<file path="src/logic/rf_cfg_pkg.sv">
// constants for the rf configuration register bank
package rf_cfg_pkg;
  // register addresses on the serial control port
  localparam logic [7:0] channel_select_addr   = 8'h21;
  localparam logic [7:0] signal_strength_addr  = 8'h22;
  localparam logic [7:0] tx_power_control_addr = 8'h23;
  localparam logic [7:0] crystal_trim_addr     = 8'h24;
  localparam logic [7:0] oscillator_slope_addr = 8'h26;
  // reset values
  localparam logic [7:0] channel_select_rst    = 8'h00;
  localparam logic [7:0] signal_strength_rst   = 8'h00;
  localparam logic [7:0] tx_power_control_rst  = 8'h00;
  localparam logic [7:0] crystal_trim_rst      = 8'h00;
  localparam logic [7:0] oscillator_slope_rst  = 8'h00;
  // field positions
  localparam int src_select_bit   = 7;
  localparam int strength_valid_bit = 5;
  localparam int clock_off_bit    = 6;
  localparam int slope_lsb        = 6;
  // channel to frequency: base (MHz) for channel 0, step in MHz
  localparam logic [11:0] chan_base_mhz = 12'h961; // 2401 MHz
  localparam logic [11:0] chan_step_mhz = 12'h001;
  // oscillator slope codes
  typedef enum logic [1:0] {
    slope_none     = 2'h0,
    slope_reserved = 2'h1,
    slope_m2_p3    = 2'h2,
    slope_m5_p5    = 2'h3
  } slope_type;
endpackage : rf_cfg_pkg

</file>
<file path="src/logic/strength_capture.sv">
// single-sample signal strength capture on receive entry
`timescale 1ns/100ps
module strength_capture (
  input  wire logic       clk,         // reference clock
  input  wire logic       rst,         // async reset, active high
  input  wire logic       rx_enter,    // pulse: receive mode entered
  input  wire logic       meas_valid,  // measurement ready strobe
  input  wire logic [4:0] meas_value,  // raw strength measurement
  output logic      [7:0] strength_q   // packed register value
);
  logic armed_q;

  // one sample per receive entry; later strobes are ignored
  always_ff @(posedge clk or posedge rst)
  begin
    if (rst)
    begin
      armed_q    <= 1'b0;
      strength_q <= rf_cfg_pkg::signal_strength_rst;
    end
    else if (rx_enter)
    begin
      armed_q    <= 1'b1;
      strength_q <= rf_cfg_pkg::signal_strength_rst;
    end
    else if (armed_q && meas_valid)
    begin
      armed_q    <= 1'b0;
      strength_q <= {2'h0, 1'b1, meas_value};
    end
  end
endmodule : strength_capture

</file>
<file path="src/logic/rf_config_regs.sv">
// rf configuration register bank behind the serial control port
`timescale 1ns/100ps
// Notes on behaviour
// - with source select set, frequency comes from the two counter values.
// - with source select clear, frequency comes from the channel field.
// - channel n maps to 2401+n MHz in 1 MHz steps.
// - strength register is read-only, bit 5 flags a valid value.
// - strength is a five-bit value, larger means stronger.
// - at most one strength sample is taken per receive-mode entry.
// - the three-bit amplifier level sets transmit power, higher is more.
// - crystal bit 6 set stops the reference clock output, clear drives it.
// - the six-bit trim field sets crystal load capacitance.
// - slope code 11 is -5/+5, 10 is -2/+3, 01 reserved, 00 none.
// - reads of the slope field return an undefined value, here zero.
module rf_config_regs (
  input  wire logic        clk,              // reference clock
  input  wire logic        rst,              // async reset, active high
  input  wire logic        reg_wr,           // register write strobe
  input  wire logic        reg_rd,           // register read strobe
  input  wire logic [7:0]  reg_addr,         // register address
  input  wire logic [7:0]  reg_wdata,        // write data
  input  wire logic [7:0]  counter_a,        // synth a counter value
  input  wire logic [7:0]  counter_n,        // synth n counter value
  input  wire logic        rx_enter,         // receive mode entry pulse
  input  wire logic        meas_valid,       // strength measurement strobe
  input  wire logic [4:0]  meas_value,       // strength measurement
  input  wire logic        ref_clock_in,     // divided reference clock
  output logic      [7:0]  reg_rdata,        // read data, registered
  output logic             use_counters,     // synth uses a/n counters
  output logic      [11:0] synth_freq_mhz,   // channel frequency in mhz
  output logic      [15:0] synth_counters,   // {n, a} counter values
  output logic      [2:0]  tx_amp_level,     // amplifier bias level
  output logic      [5:0]  crystal_load,     // crystal load trim
  output logic             ref_clock_out_pin,// reference clock output
  output logic      [1:0]  oscillator_slope_code, // slope adjust code
  output logic             slope_adjust_on   // slope adjust active
);
  logic [7:0] channel_q;
  logic [7:0] power_q;
  logic [7:0] crystal_q;
  logic [1:0] slope_q;
  logic [7:0] strength_q;
  logic       wr_channel;  // write hits the channel register
  logic       wr_power;    // write hits the power register
  logic       wr_crystal;  // write hits the crystal register
  logic       wr_slope;    // write hits the slope register

  // --------------------------------------------------------------------
  // writable registers
  // --------------------------------------------------------------------
  // one strobe per writable register; the strength address and unmapped
  // addresses raise none, so such writes fall through untouched
  // strength write ignored
  always_comb
  begin
    wr_channel = 1'b0;
    wr_power   = 1'b0;
    wr_crystal = 1'b0;
    wr_slope   = 1'b0;
    if (reg_wr)
    begin
      if (reg_addr == rf_cfg_pkg::channel_select_addr)
        wr_channel = 1'b1;
      else if (reg_addr == rf_cfg_pkg::tx_power_control_addr)
        wr_power = 1'b1;
      else if (reg_addr == rf_cfg_pkg::crystal_trim_addr)
        wr_crystal = 1'b1;
      else if (reg_addr == rf_cfg_pkg::oscillator_slope_addr)
        wr_slope = 1'b1;
    end
  end

  // channel register keeps all eight bits, source select included
  always_ff @(posedge clk or posedge rst)
  begin
    if (rst)
      channel_q <= rf_cfg_pkg::channel_select_rst;
    else if (wr_channel)
      channel_q <= reg_wdata;
  end

  // reserved bits stored as zero so reads never echo stray host bits
  always_ff @(posedge clk or posedge rst)
  begin
    if (rst)
      power_q <= rf_cfg_pkg::tx_power_control_rst;
    else if (wr_power)
      power_q <= {5'h00, reg_wdata[2:0]};
  end

  // crystal register, reserved top bit held at zero
  always_ff @(posedge clk or posedge rst)
  begin
    if (rst)
      crystal_q <= rf_cfg_pkg::crystal_trim_rst;
    else if (wr_crystal)
      crystal_q <= {1'b0, reg_wdata[6:0]};
  end

  // only the slope field is kept; the rest of the byte is reserved
  always_ff @(posedge clk or posedge rst)
  begin
    if (rst)
      slope_q <= rf_cfg_pkg::oscillator_slope_rst[7:6];
    else if (wr_slope)
      slope_q <= reg_wdata[rf_cfg_pkg::slope_lsb +: 2];
  end

  // --------------------------------------------------------------------
  // signal strength capture
  // --------------------------------------------------------------------
  // one sample per entry
  strength_capture strength_capture_i (
    .clk        (clk),
    .rst        (rst),
    .rx_enter   (rx_enter),
    .meas_valid (meas_valid),
    .meas_value (meas_value),
    .strength_q (strength_q)
  );

  // --------------------------------------------------------------------
  // read path
  // --------------------------------------------------------------------
  // read data held until the next read; unmapped reads give zero
  always_ff @(posedge clk or posedge rst)
  begin
    if (rst)
      reg_rdata <= 8'h00;
    else if (reg_rd)
    begin
      if (reg_addr == rf_cfg_pkg::channel_select_addr)
        reg_rdata <= channel_q;
      else if (reg_addr == rf_cfg_pkg::signal_strength_addr)
        reg_rdata <= strength_q;
      else if (reg_addr == rf_cfg_pkg::tx_power_control_addr)
        reg_rdata <= power_q;
      else if (reg_addr == rf_cfg_pkg::crystal_trim_addr)
        reg_rdata <= crystal_q;
      else
        reg_rdata <= 8'h00;
    end
  end

  // --------------------------------------------------------------------
  // synthesizer selection
  // --------------------------------------------------------------------
  // both paths are registered so the synthesizer sees one clean choice
  always_ff @(posedge clk or posedge rst)
  begin
    if (rst)
    begin
      use_counters   <= 1'b0;
      synth_freq_mhz <= 12'h000;
      synth_counters <= 16'h0000;
    end
    else
    begin
      use_counters <= channel_q[rf_cfg_pkg::src_select_bit];
      if (channel_q[rf_cfg_pkg::src_select_bit])
      begin
        synth_counters <= {counter_n, counter_a};
        synth_freq_mhz <= 12'h000;
      end
      else
      begin
        synth_counters <= 16'h0000;
        synth_freq_mhz <= rf_cfg_pkg::chan_base_mhz
                        + rf_cfg_pkg::chan_step_mhz
                        * {5'h00, channel_q[6:0]};
      end
    end
  end

  // --------------------------------------------------------------------
  // analog control outputs
  // --------------------------------------------------------------------
  // each control leaves through its own flop, one edge behind its register
  // amplifier level
  always_ff @(posedge clk or posedge rst)
  begin
    if (rst)
      tx_amp_level <= 3'h0;
    else
      tx_amp_level <= power_q[2:0];
  end

  // trim follows the stored field one edge later
  // load trim
  always_ff @(posedge clk or posedge rst)
  begin
    if (rst)
      crystal_load <= 6'h00;
    else
      crystal_load <= crystal_q[5:0];
  end

  // clock gate through a flop adds one cycle of delay; harmless for a pin
  // clock output gate
  always_ff @(posedge clk or posedge rst)
  begin
    if (rst)
      ref_clock_out_pin <= 1'b0;
    else
      ref_clock_out_pin <= ref_clock_in
                           & ~crystal_q[rf_cfg_pkg::clock_off_bit];
  end

  // reserved code 01 passes through but leaves adjustment off
  // slope decode
  always_ff @(posedge clk or posedge rst)
  begin
    if (rst)
    begin
      oscillator_slope_code <= 2'h0;
      slope_adjust_on       <= 1'b0;
    end
    else
    begin
      oscillator_slope_code <= slope_q;
      slope_adjust_on       <= (slope_q == rf_cfg_pkg::slope_m5_p5)
                            || (slope_q == rf_cfg_pkg::slope_m2_p3);
    end
  end
endmodule : rf_config_regs

</file>
<file path="config.mk">
export PLATFORM = sky130hd
export DESIGN_NAME = rf_config_regs
export DESIGN_NICKNAME = d
export VERILOG_FILES = /design/src/logic/rf_cfg_pkg.sv /design/src/logic/strength_capture.sv /design/src/logic/rf_config_regs.sv
export SDC_FILE = /design/constraint.sdc
export NUM_CORES = 1
export LEC_CHECK = 0
export ABC_AREA = 1
export ABC_CLOCK_PERIOD_IN_PS = 2250
export BUFFER_PORTS_ARGS = -buffer_cell sky130_fd_sc_hd__buf_4
export CAP_MARGIN = 15
export CORE_MARGIN = 3
export CORE_UTILIZATION = 35
export CTS_CLUSTER_DIAMETER = 30
export CTS_CLUSTER_SIZE = 40
export DETAILED_ROUTE_END_ITERATION = 8
export HOLD_SLACK_MARGIN = 0.03
export PLACE_DENSITY = 0.66
export SLEW_MARGIN = 10
export SYNTH_ARGS = -nofsm -noshare
export SYNTH_HDL_FRONTEND = slang
export SYNTH_SLANG_ARGS = --single-unit
</file>
<file path="constraint.sdc">
create_clock -name clk -period 2.25 [get_ports clk]
set_input_delay 0.225 -clock clk [delete_from_list [all_inputs] [get_ports clk]]
set_output_delay 0.225 -clock clk [all_outputs]
set_load 0.02 [all_outputs]
</file>
==> run_summary.xml <==
<?xml version="1.0" encoding="UTF-8"?>
<metrics>
  <group name="drt">
    <metric name="post-route-drc-count" unit="">0</metric>
    <metric name="detailedRoute.firstPassIterationCount" unit="">4</metric>
    <metric name="via_per_instance_ratio" unit="">4.506</metric>
    <metric name="drt_first_iter_violations" unit="">105</metric>
    <metric name="drt-total-wl" unit="um">6424</metric>
    <metric name="route.detailed.wl_per_inst" unit="um">12.55</metric>
    <metric name="route.vias.total" unit="">2307</metric>
    <metric name="antenna_violating_nets_post_route" unit="">0</metric>
  </group>
  <group name="cts">
    <metric name="post_cts_resize_count" unit="">0</metric>
    <metric name="clock_sink_count" unit="">74</metric>
    <metric name="setup_buffers_after_cts" unit="">0</metric>
    <metric name="clock_tree.htree_level_count" unit="">3</metric>
    <metric name="cts_tree" unit="">built</metric>
    <metric name="clk_latency" unit="ps">330</metric>
    <metric name="clockBufferDepth" unit="">2</metric>
    <metric name="clkSlewWorstSetupHoldPaths" unit="ps">70</metric>
    <metric name="numCtsBuffers" unit="">9</metric>
    <metric name="clk_root_buffer_cell" unit="">sky130_fd_sc_hd__clkbuf_8</metric>
    <metric name="hold_bufs_inserted_after_cts" unit="">2</metric>
  </group>
  <group name="finish">
    <metric name="post_route_cells_drive_above_1_share" unit="%">32.43</metric>
    <metric name="final_std_cells_w_o_fill" unit="">512</metric>
    <metric name="finish.instance_area" unit="um2">3999</metric>
    <metric name="layout.nets" unit="">447</metric>
    <metric name="n_fill_cell" unit="">788</metric>
    <metric name="area_growth" unit="%">33.06</metric>
    <metric name="insertedDiodeCount" unit="">0</metric>
  </group>
  <group name="floorplanning">
    <metric name="top_level_ports" unit="">94</metric>
    <metric name="initial_utilization" unit="%">36.39</metric>
    <metric name="die_x" unit="um">98.67</metric>
    <metric name="placementRows" unit="">33</metric>
    <metric name="design.core.area" unit="um2">8258</metric>
    <metric name="floorplan.die_area" unit="um2">9735</metric>
    <metric name="die_height" unit="um">98.67</metric>
  </group>
  <group name="synthesis">
    <metric name="synth_cell_types" unit="">29</metric>
    <metric name="ys_dominant_reg_cell" unit="">sky130_fd_sc_hd__dfrtp_1</metric>
    <metric name="syn-instance-count" unit="">308</metric>
    <metric name="synth.ff_latch_count" unit="">74</metric>
    <metric name="syn-cell-area" unit="um2">3005</metric>
    <metric name="synth_sequential_area_ratio" unit="%">61.62</metric>
    <metric name="share_of_async_settable_or_async_resettable_flops_after_synthesis" unit="%">100.0</metric>
    <metric name="synth_enable_flop_cells" unit="">0</metric>
    <metric name="ys.warnings.count" unit="">0</metric>
    <metric name="post_synth.cell_area_avg" unit="um2">9.758</metric>
  </group>
  <group name="sta">
    <metric name="final.setup_skew" unit="ps">5.976</metric>
    <metric name="timing.fmax" unit="MHz">713.1</metric>
    <metric name="worst_pin_slew" unit="ps">524.3</metric>
    <metric name="summed_negative_setup_slack_over_all_endpoints" unit="ps">0</metric>
    <metric name="finalHoldViolations" unit="">0</metric>
    <metric name="setup_viol" unit="">0</metric>
    <metric name="drv_slew" unit="">0</metric>
    <metric name="fin_crit" unit="ps">1402</metric>
    <metric name="layout_worst_path_cycle_share" unit="%">62.32</metric>
    <metric name="final_critical_path_setup_slack" unit="ps">847.7</metric>
    <metric name="final.hold.worst_slack" unit="ps">76.26</metric>
    <metric name="slew_headroom" unit="%">65.00</metric>
    <metric name="grt_setup_unrepaired" unit="">no</metric>
  </group>
  <group name="status">
    <metric name="run_status" unit="">complete, no violations</metric>
  </group>
  <group name="worst_setup_path">
    <metric name="crit_path_cell_trace" unit="">ha_1 -&gt; nand2_1 -&gt; nor3_1 -&gt; nor2_1 -&gt; o21ai_0 -&gt; a21oi_1</metric>
    <metric name="wp_data_required" unit="ps">2460</metric>
    <metric name="largest_driver_fanout_on_the_critical_path" unit="">6</metric>
    <metric name="timing.critical_path.slowest_stage_cell" unit="">sky130_fd_sc_hd__dfrtp_1</metric>
    <metric name="cp-end-kind" unit="">flop</metric>
    <metric name="cp_slowest_stage_delay" unit="ps">480</metric>
    <metric name="critPathArrivalTime" unit="ps">1610</metric>
    <metric name="crit_path_start_kind" unit="">flop</metric>
    <metric name="critical_path_class" unit="">reg2reg</metric>
  </group>
  <group name="placed_design">
    <metric name="preCtsSetupSlack" unit="ps">826.3</metric>
    <metric name="dp.cells" unit="">494</metric>
    <metric name="port_buffers" unit="">91</metric>
    <metric name="finalWeightedCongestion" unit="">0.8124</metric>
    <metric name="hpwlAfterDp" unit="um">4824</metric>
    <metric name="post_dp_cell_area" unit="um2">3760</metric>
  </group>
  <group name="power">
    <metric name="combinationalPowerShare" unit="%">10.6</metric>
    <metric name="total_leakage_power" unit="nW">2.286</metric>
    <metric name="power.share.clock" unit="%">39.1</metric>
    <metric name="power_report.internal_total" unit="W">0.002177</metric>
    <metric name="power_density" unit="nW/um2">712.7</metric>
    <metric name="vdd_drop_max" unit="mV">0.3541</metric>
    <metric name="power.switching" unit="W">0.0006726</metric>
    <metric name="share_seq_of_total_power" unit="%">50.3</metric>
    <metric name="power_switching_share" unit="%">23.60</metric>
  </group>
  <group name="job">
    <metric name="max_cap_violations" unit="">0</metric>
  </group>
  <group name="grt">
    <metric name="grt_antenna_before_repair" unit="">0</metric>
    <metric name="largest_net_degree_at_the_start_of_global_routing" unit="">51</metric>
    <metric name="wire_length_of_the_first_global_routing_pass" unit="um">10940</metric>
    <metric name="overflow" unit="">0</metric>
    <metric name="track_usage" unit="%">14.11</metric>
    <metric name="number_of_global_route_vias_before_repair" unit="">2265</metric>
  </group>
  <group name="min_path">
    <metric name="min_path_type" unit="">in2reg</metric>
  </group>
</metrics>
area by class of cell:
class	instances	area [um2]	share of cell area (%)
sequential	74	1852	46.31
multi-input combinational	175	887.1	22.18
timing repair buffer	95	730.7	18.27
inverter	47	178.9	4.474
clock buffer	11	141.4	3.536
tap	105	131.4	3.285
clock inverter	5	77.57	1.940
stage by stage:
step	total power, W	utilization, %
2_1_floorplan	0.001610	-
3_3_place_gp	0.001758	45.53
3_5_place_dp	0.001764	45.53
4_1_cts	0.002890	48.42
5_1_grt	0.002986	48.42
6_report	0.002850	48.42
critical path: cells and delay by family (launching register included):
kind                     cells  cell delay, ps
adder cells (fa/ha/maj)      1             230
flip-flops                   1             480
AO/OA/AOI/OAI                2             210
AND/OR/NAND/NOR              3             370
path summary, 6_finish.rpt:
path | end | slack (ps) | start | cells after the start
setup / recovery | synth_freq_mhz[6] | 850 | channel_q[0] | 6
hold / removal | synth_counters[5] | 80 | counter_a[5] | 3
setup reg to reg | synth_freq_mhz[6] | 850 | channel_q[0] | 6
hold reg to reg | oscillator_slope_code[0] | 390 | slope_q[0] | 0
max in group asynchronous | slope_adjust_on | 1120 | rst | 4
min in group asynchronous | synth_counters[15] | 490 | rst | 3
layout by cell type, fill, tap and decap left out, types with 2 or more instances in the layout:
cell	synthesis	final
sky130_fd_sc_hd__a21oi_1	5	5
sky130_fd_sc_hd__buf_4	5	92
sky130_fd_sc_hd__bufinv_16	0	2
sky130_fd_sc_hd__clkbuf_8	0	10
sky130_fd_sc_hd__clkinv_2	0	2
sky130_fd_sc_hd__conb_1	1	2
sky130_fd_sc_hd__dfrtp_1	74	74
sky130_fd_sc_hd__dlygate4sd3_1	0	2
sky130_fd_sc_hd__inv_1	44	43
sky130_fd_sc_hd__inv_2	2	3
sky130_fd_sc_hd__nand2_1	74	74
sky130_fd_sc_hd__nand2_2	6	6
sky130_fd_sc_hd__nand2_4	2	2
sky130_fd_sc_hd__nand3_1	30	30
sky130_fd_sc_hd__nand3b_1	3	3
sky130_fd_sc_hd__nor2_1	12	12
sky130_fd_sc_hd__nor2_4	2	2
sky130_fd_sc_hd__o21a_1	3	3
sky130_fd_sc_hd__o21ai_0	12	12
sky130_fd_sc_hd__o21ai_1	7	7
sky130_fd_sc_hd__o21ai_2	8	8
sky130_fd_sc_hd__o31ai_1	2	2
state kept, by name, indices dropped and copies added, names as in the netlist:
register                       cells
synth_counters                    16
synth_freq_mhz                     9
channel_q                          8
reg_rdata                          8
crystal_q                          7
crystal_load                       6
strength_capture_i.strength_q      6
power_q                            3
tx_amp_level                       3
oscillator_slope_code              2
slope_q                            2
ref_clock_out_pin                  1
slope_adjust_on                    1
strength_capture_i.armed_q         1
use_counters                       1
power by group through the flow:
| stage | logic (W) | clock network [W] | registers [W] |
|---|---|---|---|
| after detailed placement | 0.000306 | 0 | 0.00146 |
| final | 0.000303 | 0.00111 | 0.00143 |
| after global placement | 0.000301 | 0 | 0.00146 |
| after global routing | 0.000336 | 0.00121 | 0.00144 |
| after floorplan | 0.000120 | 0 | 0.00149 |
| after CTS | 0.000309 | 0.00115 | 0.00143 |
layer usage:
metal  GRT usage (%)  vias up  part of all wire, %
li1                -     1144                    -
met1           19.72     1079                   46
met2           20.80       76                   46
met3           2.902        8                  6.1
met4           7.248        0                  2.0
met5               0        -                    0
cell usage after synthesis (3+ instances only):
| cell | n | area share, % |
|---|---|---|
| sky130_fd_sc_hd__dfrtp_1 | 74 | 62 |
| sky130_fd_sc_hd__buf_4 | 5 | 1.2 |
| sky130_fd_sc_hd__o21ai_0 | 12 | 2.0 |
| sky130_fd_sc_hd__nand3b_1 | 3 | 0.75 |
| sky130_fd_sc_hd__nand3_1 | 30 | 5.0 |
| sky130_fd_sc_hd__nand2_1 | 74 | 9.2 |
| sky130_fd_sc_hd__inv_1 | 44 | 5.5 |
| sky130_fd_sc_hd__o21ai_1 | 7 | 1.2 |
| sky130_fd_sc_hd__nor2_1 | 12 | 1.5 |
| sky130_fd_sc_hd__nand2_2 | 6 | 1.2 |
| sky130_fd_sc_hd__clkbuf_1 | 4 | 0.50 |
| sky130_fd_sc_hd__a21oi_1 | 5 | 0.83 |
| sky130_fd_sc_hd__o21ai_2 | 8 | 2.3 |
| sky130_fd_sc_hd__buf_6 | 3 | 1.1 |
| sky130_fd_sc_hd__o21a_1 | 3 | 0.75 |
cell families (layout without fill, tap and decap cells):
| kind of cell | Yosys count | count (layout) | share of synthesized area (%) |
|---|---|---|---|
| flops | 74 | 74 | 61.62 |
| compound gates | 38 | 38 | 7.785 |
| simple gates | 134 | 134 | 21.07 |
| buf+inv | 60 | 158 | 8.993 |
| fa+ha+maj | 1 | 1 | 0.4163 |
| other cells | 1 | 2 | 0.1248 |
No activity file was read; power rests on OpenSTA's default activity.
